**src/eac_map.svh**
```systemverilog
/*
  register offsets, field positions, reset values and timing counts of the
  eeprom access controller. assumes inclusion by the timer and controller modules.
*/
`ifndef EAC_MAP_SVH
`define EAC_MAP_SVH

`define EAC_IO_TO_DATA_OFS   8'h20
`define EAC_IO_TOP           8'h3F
`define EAC_BIT_IO_TOP       8'h1F
`define EAC_EXT_IO_LO        8'h60

`define EAC_CTRL_ADDR        8'h3F
`define EAC_DATA_ADDR        8'h40
`define EAC_ADRL_ADDR        8'h41
`define EAC_ADRH_ADDR        8'h42

`define EAC_CTRL_RESET       8'h00
`define EAC_DATA_RESET       8'h00
`define EAC_MODE_RESET       2'h0

`define EAC_BIT_RSTB         0
`define EAC_BIT_WSTB         1
`define EAC_BIT_ARM          2
`define EAC_BIT_RIE          3
`define EAC_BIT_MODE_LO      4
`define EAC_BIT_MODE_HI      5

`define EAC_ARM_CYCLES       3'h4
`define EAC_READ_STALL       3'h4
`define EAC_WRITE_STALL      3'h2

`define EAC_T_ATOMIC_US      3400
`define EAC_T_SPLIT_US       1800
`define EAC_RC_HZ            8000000

`endif

```
**src/eac_pkg.sv**
```systemverilog
/*
  types of the eeprom access controller.
  assumes eac_map.svh is on the include path.
*/
package eac_pkg;
  typedef enum logic [1:0] {
    EAC_MODE_ATOMIC = 2'h0,
    EAC_MODE_ERASE  = 2'h1,
    EAC_MODE_WRITE  = 2'h2,
    EAC_MODE_RSVD   = 2'h3
  } eac_mode_t;

  typedef enum logic [2:0] {
    EAC_ST_IDLE = 3'h1,
    EAC_ST_ARM  = 3'h2,
    EAC_ST_PROG = 3'h4
  } eac_state_t;
endpackage

```
**src/eac_prog_timer.sv**
```systemverilog
/*
  programming duration counter, counted on one-cycle ticks of the calibrated
  oscillator. assumes tick_i is a one-cycle pulse synchronous to clk_i.
*/
`timescale 1ns/10ps
`default_nettype none
`include "eac_map.svh"

module eac_prog_timer
  import eac_pkg::*;
#(
  parameter int unsigned ATOMIC_TICKS = (`EAC_T_ATOMIC_US * (`EAC_RC_HZ / 1000000)),
  parameter int unsigned SPLIT_TICKS  = (`EAC_T_SPLIT_US * (`EAC_RC_HZ / 1000000))
) (
  input  wire logic       clk_i,
  input  wire logic       reset_n_i,
  input  wire logic       start_i,
  input  wire logic [1:0] mode_i,
  input  wire logic       tick_i,
  output logic            done_o
);
  logic [15:0] count_r;
  logic        run_r;

  // load the mode's duration, count down on ticks, pulse done at zero
  // a reset while counting lets the running operation finish
  always_ff @(posedge clk_i) begin
    if (reset_n_i || run_r) begin
      done_o <= 1'b0;
      if (start_i) begin
        run_r <= 1'b1;
        if (mode_i == EAC_MODE_ERASE || mode_i == EAC_MODE_WRITE) begin
          count_r <= SPLIT_TICKS[15:0];
        end else begin
          count_r <= ATOMIC_TICKS[15:0];
        end
      end else if (run_r && tick_i) begin
        if (count_r <= 16'h0001) begin
          run_r  <= 1'b0;
          done_o <= 1'b1;
        end else begin
          count_r <= count_r - 16'h0001;
        end
      end
    end else begin
      count_r <= 16'h0000;
      run_r   <= 1'b0;
      done_o  <= 1'b0;
    end
  end
endmodule
`default_nettype wire

```
**src/eac_ctrl.sv**
```systemverilog
/*
  eeprom access controller: address, data and control registers on the cpu
  io bus, write arming, read fetch, programming sequence and ready request.
  assumes a cpu that issues one io access per cycle, an array that answers
  reads combinationally, and a tick from the calibrated oscillator divider.
*/
`timescale 1ns/10ps
`default_nettype none
`include "eac_map.svh"

// Summary of operation
// port addresses 0x00-0x3F map to data space at port plus 0x20.
// ports 0x00-0x1F accept single-bit set, clear and skip tests.
// extended locations 0x60-0xFF answer data-space accesses only.
// bit set or clear changes only the addressed bit.
// software writes reserved bits as zero, never writes reserved addresses.
// ten-bit byte address from high bits 1:0 and low byte, linear.
// small array: software writes address bits nine and eight as zero.
// byte address is undefined after reset; software loads it first.
// data byte is written to array, or receives the array byte on read.
// action 00 erase+write, 01 erase, 10 write, 11 reserved.
// atomic takes 3.4 ms, erase-only or write-only 1.8 ms.
// action field writes ignored while write strobe set.
// reset clears action field unless programming is in progress.
// ready request is a level while write strobe clear and enabled.
// ready request off during eeprom write and flash self-programming.
// strobe within four cycles of arm starts programming.
// strobe with arm clear starts nothing.
// arm clears by hardware four cycles after being set.
// software sets arm with strobe zero, then strobe within four cycles.
// hardware clears write strobe when programming time elapses.
// read strobe fetches byte at once and stalls cpu four cycles.
// during a write, reads are blocked and address changes refused.
// reserved action 11 runs as the atomic operation.
// duration counted on calibrated oscillator ticks; strobe clears at end.
module eac_ctrl
  import eac_pkg::*;
(
  input  wire logic       clk_i,
  input  wire logic       reset_n_i,
  input  wire logic       io_space_i,
  input  wire logic [7:0] addr_i,
  input  wire logic       wr_i,
  input  wire logic       rd_i,
  input  wire logic       bit_set_i,
  input  wire logic       bit_clr_i,
  input  wire logic [2:0] bit_sel_i,
  input  wire logic [7:0] wdata_i,
  input  wire logic       global_irq_enable_i,
  input  wire logic       self_program_busy_i,
  input  wire logic       rc_tick_i,
  input  wire logic [7:0] array_rdata_i,
  output logic      [7:0] rdata_o,
  output logic            bit_test_o,
  output logic            hit_o,
  output logic            cpu_stall_o,
  output logic            ready_irq_o,
  output logic      [9:0] array_addr_o,
  output logic      [7:0] array_wdata_o,
  output logic            array_rd_o,
  output logic            array_erase_o,
  output logic            array_write_o
);
  logic [1:0]  mode_r;
  logic        rie_r;
  logic        arm_r;
  logic        wstb_r;
  logic [7:0]  data_r;
  logic [7:0]  adrl_r;
  logic [1:0]  adrh_r;
  logic [2:0]  arm_cnt_r;
  logic [2:0]  stall_cnt_r;
  eac_state_t  state_r;
  logic        prog_done;
  logic        prog_start;
  logic        bit_op;
  logic        reg_access;
  logic [7:0]  daddr;
  logic [7:0]  ctrl_view;
  logic [7:0]  cur_val;
  logic [7:0]  new_val;
  logic        sel_ctrl;
  logic        sel_data;
  logic        sel_adrl;
  logic        sel_adrh;
  logic        wr_eff;
  logic        ctrl_wr;
  logic        read_req;
  logic        arm_req;

  // port accesses shift up by 0x20 into data space; above 0x3F ports do not exist
  always_comb begin
    daddr      = io_space_i ? (addr_i + `EAC_IO_TO_DATA_OFS) : addr_i;
    reg_access = io_space_i ? (addr_i <= `EAC_IO_TOP) : 1'b1;
    // bit ops exist only for port addresses 0x00-0x1F
    bit_op     = io_space_i && (addr_i <= `EAC_BIT_IO_TOP) && (bit_set_i || bit_clr_i);
    sel_ctrl   = reg_access && (daddr == `EAC_CTRL_ADDR);
    sel_data   = reg_access && (daddr == `EAC_DATA_ADDR);
    sel_adrl   = reg_access && (daddr == `EAC_ADRL_ADDR);
    sel_adrh   = reg_access && (daddr == `EAC_ADRH_ADDR);
  end

  always_comb begin
    ctrl_view = 8'h00;
    ctrl_view[`EAC_BIT_MODE_HI:`EAC_BIT_MODE_LO] = mode_r;
    ctrl_view[`EAC_BIT_RIE]  = rie_r;
    ctrl_view[`EAC_BIT_ARM]  = arm_r;
    ctrl_view[`EAC_BIT_WSTB] = wstb_r;
    cur_val = 8'h00;
    if (sel_ctrl) begin
      cur_val = ctrl_view;
    end else if (sel_data) begin
      cur_val = data_r;
    end else if (sel_adrl) begin
      cur_val = adrl_r;
    end else if (sel_adrh) begin
      cur_val = {6'h00, adrh_r};
    end
    // a bit op rewrites only the addressed bit; the read strobe reads as zero
    new_val = wdata_i;
    wr_eff  = wr_i;
    if (bit_op) begin
      new_val = cur_val;
      new_val[bit_sel_i] = bit_set_i;
      wr_eff  = 1'b1;
    end
  end

  // control register write, read and arm requests; start is decoded below, action and enable writes decode sel_ctrl themselves
  always_comb begin
    ctrl_wr  = sel_ctrl && wr_eff;
    read_req = ctrl_wr && new_val[`EAC_BIT_RSTB] && !wstb_r;
    arm_req  = ctrl_wr && new_val[`EAC_BIT_ARM] && !new_val[`EAC_BIT_WSTB] && !wstb_r;
  end

  // strobe with arm set starts programming; without arm nothing happens
  assign prog_start = ctrl_wr && new_val[`EAC_BIT_WSTB] && !wstb_r && arm_r;

  eac_prog_timer u_timer (
    .clk_i     (clk_i),
    .reset_n_i (reset_n_i),
    .start_i   (prog_start),
    .mode_i    (mode_r),
    .tick_i    (rc_tick_i),
    .done_o    (prog_done)
  );

  // sequencer: idle, armed, programming
  always_ff @(posedge clk_i) begin
    if (!reset_n_i) begin
      state_r <= EAC_ST_IDLE;
    end else begin
      case (state_r)
        EAC_ST_IDLE: begin
          if (arm_req) begin
            state_r <= EAC_ST_ARM;
          end
        end
        EAC_ST_ARM: begin
          if (prog_start) begin
            state_r <= EAC_ST_PROG;
          end else if (!arm_r) begin
            state_r <= EAC_ST_IDLE;
          end
        end
        EAC_ST_PROG: begin
          if (prog_done) begin
            state_r <= EAC_ST_IDLE;
          end
        end
        default: state_r <= EAC_ST_IDLE;
      endcase
    end
  end

  // arm is set with strobe zero and self-clears after four cycles
  always_ff @(posedge clk_i) begin
    if (!reset_n_i) begin
      arm_r     <= 1'b0;
      arm_cnt_r <= 3'h0;
    end else if (arm_req) begin
      arm_r     <= 1'b1;
      arm_cnt_r <= `EAC_ARM_CYCLES - 3'h1;
    end else if (arm_r) begin
      if (arm_cnt_r == 3'h0 || prog_start) begin
        arm_r <= 1'b0;
      end else begin
        arm_cnt_r <= arm_cnt_r - 3'h1;
      end
    end
  end

  // write strobe set by an armed start, cleared when the timer ends
  // a reset during programming leaves the strobe up until the write completes
  always_ff @(posedge clk_i) begin
    if (reset_n_i || wstb_r) begin
      if (prog_start) begin
        wstb_r <= 1'b1;
      end else if (prog_done) begin
        wstb_r <= 1'b0;
      end
    end else begin
      wstb_r <= 1'b0;
    end
  end

  // action field: held during a write and through reset while busy
  always_ff @(posedge clk_i) begin
    if (!reset_n_i) begin
      if (!wstb_r) begin
        mode_r <= `EAC_MODE_RESET;
      end
    end else if (sel_ctrl && wr_eff && !wstb_r) begin
      mode_r <= new_val[`EAC_BIT_MODE_HI:`EAC_BIT_MODE_LO];
    end
  end

  always_ff @(posedge clk_i) begin
    if (!reset_n_i) begin
      rie_r <= 1'b0;
    end else if (sel_ctrl && wr_eff) begin
      rie_r <= new_val[`EAC_BIT_RIE];
    end
  end

  // address is left uninitialised by reset and frozen while writing
  always_ff @(posedge clk_i) begin
    if (!wstb_r && wr_eff && sel_adrl) begin
      adrl_r <= new_val;
    end
    if (!wstb_r && wr_eff && sel_adrh) begin
      adrh_r <= new_val[1:0];
    end
  end

  // data byte: cpu writes, or the array byte on a read strobe
  always_ff @(posedge clk_i) begin
    if (!reset_n_i) begin
      data_r <= `EAC_DATA_RESET;
    end else if (read_req) begin
      data_r <= array_rdata_i;
    end else if (sel_data && wr_eff) begin
      data_r <= new_val;
    end
  end

  // cpu stall: four cycles after a read, two after a write start
  always_ff @(posedge clk_i) begin
    if (!reset_n_i) begin
      stall_cnt_r <= 3'h0;
      cpu_stall_o <= 1'b0;
    end else if (read_req) begin
      stall_cnt_r <= `EAC_READ_STALL - 3'h1;
      cpu_stall_o <= 1'b1;
    end else if (prog_start) begin
      stall_cnt_r <= `EAC_WRITE_STALL - 3'h1;
      cpu_stall_o <= 1'b1;
    end else if (stall_cnt_r != 3'h0) begin
      stall_cnt_r <= stall_cnt_r - 3'h1;
    end else begin
      cpu_stall_o <= 1'b0;
    end
  end

  // read data and bit test answer one cycle after the request
  always_ff @(posedge clk_i) begin
    if (!reset_n_i) begin
      rdata_o    <= 8'h00;
      bit_test_o <= 1'b0;
      hit_o      <= 1'b0;
    end else begin
      rdata_o    <= rd_i ? cur_val : 8'h00;
      bit_test_o <= io_space_i && (addr_i <= `EAC_BIT_IO_TOP) && cur_val[bit_sel_i];
      hit_o      <= (rd_i || wr_i || bit_op) && (sel_ctrl || sel_data || sel_adrl || sel_adrh);
    end
  end

  // ready request is a level: enabled, strobe clear, no flash programming
  always_ff @(posedge clk_i) begin
    if (!reset_n_i) begin
      ready_irq_o <= 1'b0;
    end else begin
      ready_irq_o <= rie_r && global_irq_enable_i && !wstb_r && !prog_start && !self_program_busy_i;
    end
  end

  // array command; reserved action 11 runs as atomic
  always_ff @(posedge clk_i) begin
    if (!reset_n_i) begin
      array_addr_o  <= 10'h000;
      array_wdata_o <= 8'h00;
      array_rd_o    <= 1'b0;
      array_erase_o <= 1'b0;
      array_write_o <= 1'b0;
    end else begin
      array_addr_o  <= {adrh_r, adrl_r};
      array_wdata_o <= data_r;
      array_rd_o    <= read_req;
      array_erase_o <= prog_start && (mode_r != EAC_MODE_WRITE);
      array_write_o <= prog_start && (mode_r != EAC_MODE_ERASE);
    end
  end
endmodule
`default_nettype wire

```
**config.mk**
```make
export PLATFORM = sky130hd
export DESIGN_NAME = eac_ctrl
export DESIGN_NICKNAME = d
export VERILOG_FILES = /design/src/eac_pkg.sv /design/src/eac_prog_timer.sv /design/src/eac_ctrl.sv
export VERILOG_INCLUDE_DIRS = /design/src
export SDC_FILE = /design/constraint.sdc
export NUM_CORES = 1
export LEC_CHECK = 0
export BUFFER_PORTS_ARGS = -buffer_cell sky130_fd_sc_hd__buf_2
export CAP_MARGIN = 40
export CORE_MARGIN = 2
export CORE_UTILIZATION = 50
export DETAILED_ROUTE_END_ITERATION = 10
export GPL_TIMING_DRIVEN = 0
export PLACE_DENSITY = 0.83
export RECOVER_POWER = 100
export REMOVE_ABC_BUFFERS = 1
export SLEW_MARGIN = 10
export SYNTH_ARGS = -nofsm -noshare
export SYNTH_HDL_FRONTEND = slang
export SYNTH_SLANG_ARGS = --single-unit
```
**constraint.sdc**
```tcl
create_clock -name clk_i -period 2.4 [get_ports clk_i]
set_input_delay 0.48 -clock clk_i [delete_from_list [all_inputs] [get_ports clk_i]]
set_output_delay 0.48 -clock clk_i [all_outputs]
set_load 0.01 [all_outputs]
```
; After elaboration in Yosys (flattened, before gate mapping)
; Cells that the tools add are included.
[totals]
out_inout_bits = 33
in_bits = 37
ff_bits = 80
word_cells = 151
[op_classes]
bitwise = 4
eq_ne = 13
reduce_logical = 61
n_addsub = 4
muxes = 40
magnitude_cmp = 5
[ops]
columns = op, count
row1 = 8-bit 2-to-1 mux, 7
row2 = 16-bit 2-to-1 mux, 3
row3 = 1-bit logical AND, 30
row4 = "8-bit by 7-bit equality test with 1-bit output, second input constant", 3
row5 = 2-bit 2-to-1 mux, 10
row6 = "16-bit by 1-bit less-or-equal comparator with 1-bit output, second input constant", 1
row7 = 1-bit 2-to-1 mux, 16
row8 = "16-bit by 1-bit subtractor with 16-bit output, second input constant", 1
row9 = 15-bit 2-to-1 mux, 1
row10 = 2-bit AND reduction, 6
row11 = 1-bit logical OR, 10
row12 = 2-bit nonzero test, 5
row13 = "8-bit by 6-bit adder with 8-bit output, second input constant", 1
row14 = 8-bit bitwise mux, 1
row15 = "8-bit by 6-bit equality test with 1-bit output, second input constant", 1
row16 = "8-bit by 5-bit less-or-equal comparator with 1-bit output, second input constant", 1
row17 = "8-bit by 6-bit less-or-equal comparator with 1-bit output, second input constant", 1
row18 = "2-bit inequality test, second input constant", 4
row19 = 3-bit nonzero test, 2
row20 = 3-bit OR reduction, 2
row21 = "3-bit by 1-bit subtractor with 3-bit output, second input constant", 2
row22 = 1-bit zero test, 4
row23 = "3-bit by 4-bit less-than comparator with 1-bit output, second input constant", 1
row24 = "2-bit by 1-bit inequality test with 1-bit output, second input constant", 2
row25 = 9 further kinds, 12

; Depth between registers and ports, before layout
[logic_depth]
word_depth = 17
depth_mapped = 10
mapped_depth_nobuf = 8

; By module
; From an unflattened synthesis, not the netlist that was laid out.
[unflattened]
hier_cells = 409
hier_area_um2 = 3787.4
[modules_own_cells]
columns = module, area_each_um2, instances, seq_area_each_um2, cells_each
row1 = eac_ctrl, 2821.5, 1, 1361.3, 294
row2 = eac_prog_timer, 965.9, 1, 360.3, 115

; Worst setup path after synthesis
; OpenSTA, ideal clock, no wires.
[synth_timing]
kind = in2reg
from = input addr_i[5]
to = register bit_test_o
arrival_time_ns = 2.383
t_required_ns = 2.308
path_slack_ns = -0.075
setup_ns = 0.092
stages = 8
path_cell_list = ha_1 > or4b_1 > a21oi_2 > o21a_1 > buf_4 > a22oi_1 > a211o_1 > nor4_1
[synth_via]
elab_chain_cells = 11
[synth_lines]
columns = item, line_no
row1 = "start, declared", eac_ctrl.sv:42  ; input wire logic [7:0] addr_i,
row2 = 8-bit by 6-bit adder with 8-bit output (no source line), n/a
row3 = 8-bit 2-to-1 mux, eac_ctrl.sv:93  ; daddr = io_space_i ? (addr_i + `EAC_IO_TO_DATA_OFS) : addr_i;
row4 = 8-bit by 7-bit equality test with 1-bit output (no source line), n/a
row5 = 1-bit logical AND, eac_ctrl.sv:100  ; sel_adrh = reg_access && (daddr == `EAC_ADRH_ADDR);
row6 = 2-bit 2-to-1 mux, eac_ctrl.sv:116  ; end else if (sel_adrh) begin
row7 = 8-bit 2-to-1 mux, eac_ctrl.sv:114  ; end else if (sel_adrl) begin
row8 = 8-bit 2-to-1 mux, eac_ctrl.sv:112  ; end else if (sel_data) begin
row9 = 8-bit 2-to-1 mux, eac_ctrl.sv:110  ; if (sel_ctrl) begin
row10 = 1-bit binary-select mux with 3-bit select, eac_ctrl.sv:273  ; bit_test_o <= io_space_i && (addr_i <= `EAC_BIT_IO_TOP) && cur_val[bit_sel_i];
row11 = 1-bit 2-to-1 mux (not written as such), eac_ctrl.sv:273
row12 = 1-bit logical AND (*), eac_ctrl.sv:273
row13 = "end signal, assigned", eac_ctrl.sv:273
row14 = "end, declared", eac_ctrl.sv:54  ; output logic bit_test_o,
; Mark *: on every way between the ends. The rest lies on a longest branch, timed or not. The select of a mux whose other input is x is not followed.
; A chain may end at the register's enable or synchronous reset.

; Final worst setup path
; Same ends and word-level chain as after synthesis.

==> flow_metrics.env <==
export IMPL_status="finished with violations"
export IMPL_failed_checks="negative setup slack"
export IMPL_h_tree_depth=3
export IMPL_reg2reg_from="u_timer.count_r[10]$_SDFFE_PP0P_"
export IMPL_final_area_um2=4410
export IMPL_worstHoldEndpoint="data_r[0]$_SDFFE_PN0P_"
export IMPL_post_drt_via_cell_ratio=5.66
export IMPL_syn_area_per_cell_um2=9.52
export IMPL_wire_per_inst_um=15.2
export IMPL_layout_nets=511
export IMPL_critPathKind="in2reg"
export IMPL_grt_pass1_vias=3147
export IMPL_period_needed_ns=2.40
export IMPL_hold_start="array_rdata_i[0]"
export IMPL_crit_chain="clkbuf_4 -> ha_4 -> or4b_4 -> a21oi_2 -> buf_4 -> o211ai_1 -> and3_1 -> a211o_1 -> nor4_2"
export IMPL_cts_root_buf="clkbuf_8"
export IMPL_met1Wirelength_mm=3.55
export IMPL_cp_required_ns=2.66
export IMPL_ys_ff_latch=80
export IMPL_antenna_found_initial=0
export IMPL_start_kind="input pin"
export IMPL_dieWidth_um=90.7
export IMPL_core_um2=7250
export IMPL_pre_cts_slack_ns=-0.754
export IMPL_r2r_cells=6
export IMPL_num_vias=3222
export IMPL_wl_met3_um=609
export IMPL_top_layer_used="met4"
export IMPL_grt_max_degree=34
export IMPL_seq_area_frac_synth_pct=45.8
export IMPL_ys_dominant_reg_cell="dfxtp_1"
export IMPL_drive_gt1_share_pct=19.1
export IMPL_endpoint_kind="register"
export IMPL_fmax_mhz=416
export IMPL_synth_top_area_cell="dfxtp_1"
export IMPL_grt_total_usage_pct=21.5
export IMPL_tightest_slew_ns=0.801
export IMPL_holdPathStages=3
export IMPL_synthDistinctLibCells=66
export IMPL_cp_top_family="simple AND/OR/NAND/NOR gates"
export IMPL_ios=70
export IMPL_crit_path_top_delay_cell="or4b_4"
export IMPL_cts_hold_buf=0
export IMPL_drcViolationCount=0
export IMPL_drt_initial_drc_count=263
export IMPL_synth_most_common_cell="dfxtp_1"
export IMPL_regToRegSetupSlack_ns=0.12
export IMPL_vdd_drop_max_mv=0.262
export IMPL_synthTopCellsByArea="dfxtp_1, edfxtp_1, nor2_1, and2_1, xnor2_1"
export IMPL_chipHeight_um=90.7
export IMPL_yosys_warnings=0
export IMPL_gp_congestion=0.877
export IMPL_grt_overflow=0
export IMPL_area_delta_synth_final_pct=17.3
export IMPL_min_path_type="in2reg"
export IMPL_clock_path_buffers=2
export IMPL_dieArea_um2=8230
export IMPL_hold_viol=0
export IMPL_syn_instance_count=395
export IMPL_wl_met2_mm=4.29
export IMPL_power_density_nw_per_um2=613
export IMPL_synth_commonest_cells="dfxtp_1, nor2_1, nand2_1"
export IMPL_dr_pass1_iters=5
export IMPL_synth_area_um2=3760
export IMPL_fin_skew_ns=0.00629
export IMPL_report_final_slew_viol_count=0
export IMPL_path_buf_inv=2
export IMPL_fillers=632
export IMPL_setup_viol=1
export IMPL_path_max_fanout=7
export IMPL_postPlaceCellArea_um2=4110
export IMPL_antenna_left=0
export IMPL_arrival_ns=2.66
export IMPL_grt_pass1_wl_mm=14.3
export IMPL_clock_latency_ns=0.36
export IMPL_synth_edf_count=12
export IMPL_num_rows=31
export IMPL_cpPeakStageDelay_ns=0.51
export IMPL_wirelength_mm=8.66
export IMPL_fin_crit_sh_pct=100
export IMPL_r2r_end="u_timer.count_r[9]$_SDFFE_PP0P_"
export IMPL_rsz0062_at_grt="true"
export IMPL_cts_sinks=80
export IMPL_p_leak_nw=1.69
export IMPL_maxSlewHeadroom_pct=46.5
export IMPL_place_hpwl_mm=6.01
export IMPL_cap_violations=0
export IMPL_synthArstFlopShare_pct=0
export IMPL_initial_utilization_pct=51.8
export IMPL_total_power_mw=2.70
export IMPL_synth_top_area_share_pct=36.2
export IMPL_fin_util_pct=60.8
export IMPL_setup_tns_ns=-0.00446
export IMPL_numCtsBuffers=9
export IMPL_diodes=0
export IMPL_cts_tree="done"
export IMPL_seq_area_um2=1720
export IMPL_clkSlewWorstSetupHoldPaths_ns=0.08
export IMPL_multi_input_area_um2=1920
export IMPL_io_buffers=69
export IMPL_setup_ws_ns=-0.00446
==> where the power goes <==
part / total (mW) / leakage, nW / internal, mW / switching [mW]
sequential: 1.40 / 0.661 / 1.38 / 0.0143
clock: 1.02 / 0.103 / 0.507 / 0.508
combinational: 0.287 / 0.924 / 0.120 / 0.167
==> logic make-up after synthesis <==
logic type | share of synthesized area, %
flip-flops | 45.8
AO/OA/AOI/OAI | 14.9
buffers and inverters | 4.76
multiplexers | 3.66
adder cells (fa/ha/maj) | 3.00
XOR/XNOR | 3.50
AND/OR/NAND/NOR | 24.4
==> flip-flops by register name, summed over array words and instances (netlist names), 2 cells and up <==
signal and flops:
stall_cnt_r 3, array_addr_o 10, adrl_r 8, data_r 8
mode_r 2, array_wdata_o 8, arm_cnt_r 3, u_timer.count_r 16
adrh_r 2, rdata_o 8
==> through the flow <==
stage          std cells  hold slack, ns
6_report             569           0.365
2_1_floorplan        376           0.399
3_5_place_dp         544           0.411
4_1_cts              566           0.355
3_3_place_gp         544           0.403
5_1_grt              569           0.367
==> worst register-to-register path, stage by stage, from the launching register on <==
cell	delay (ns)
dfxtp_1	0.37
or4_1	0.60
or4_4	0.55
o21ai_1	0.32
nor4_1	0.10
xnor2_1	0.15
a21oi_1	0.08
==> final cells by class <==
class,instances,share of cell area [%]
Clock buffer,12,4.03
Clock inverter,4,0.766
Inverter,16,1.36
Multi-Input combinational cell,280,43.5
Sequential cell,80,39.1
Tap cell,99,2.81
Timing Repair Buffer,78,8.49
==> worst max-delay path by stage <==
stage                         start  cells after the start  slack (ns)                               to
after CTS                 addr_i[5]                      9       0.006            bit_test_o$_SDFF_PN0_
after floorplan           addr_i[5]                      7       -0.14            bit_test_o$_SDFF_PN0_
after detailed placement  addr_i[7]                      7       -0.75           data_r[6]$_SDFFE_PN0P_
after global routing      addr_i[5]                      9       -0.04            bit_test_o$_SDFF_PN0_
final                     addr_i[5]                      9      -0.004            bit_test_o$_SDFF_PN0_
after global placement    addr_i[5]                      8       -0.68  u_timer.count_r[9]$_SDFFE_PP0P_
==> routing by layer <==
layer,global-route usage [%],vias up
met5,0,-
met4,9.87,0
met3,4.17,21
met2,37.2,135
met1,25.7,1498
li1,-,1568
==> what timing repair did <==
action / 4_1_cts / 5_1_grt
resized for setup: 8 / 6
setup buffers: 6 / 3
setup endpoints to repair: 51 / 14
pin swaps: 3 / 6
==> layout by cell type, fill, tap and decap left out, drive strengths merged, types with 3 or more instances in the layout <==
cell type	n
nor2b	4
o21a	5
inv	16
nand3b	3
dfxtp	68
o211ai	3
a21oi	23
nand3	10
nor3	15
edfxtp	12
clkinv	3
a31o	3
nand4	5
nor2	41
nor4	8
a211oi	3
nor3b	3
o21ai	10
mux2i	7
mux2	6
buf	44
or4	5
ha	9
a211o	5
nand2	24
a31oi	6
and2	21
or2	4
or3b	4
a22oi	5
clkbuf	46
and3	6
xnor2	13
(Power assumes the default switching activity.)
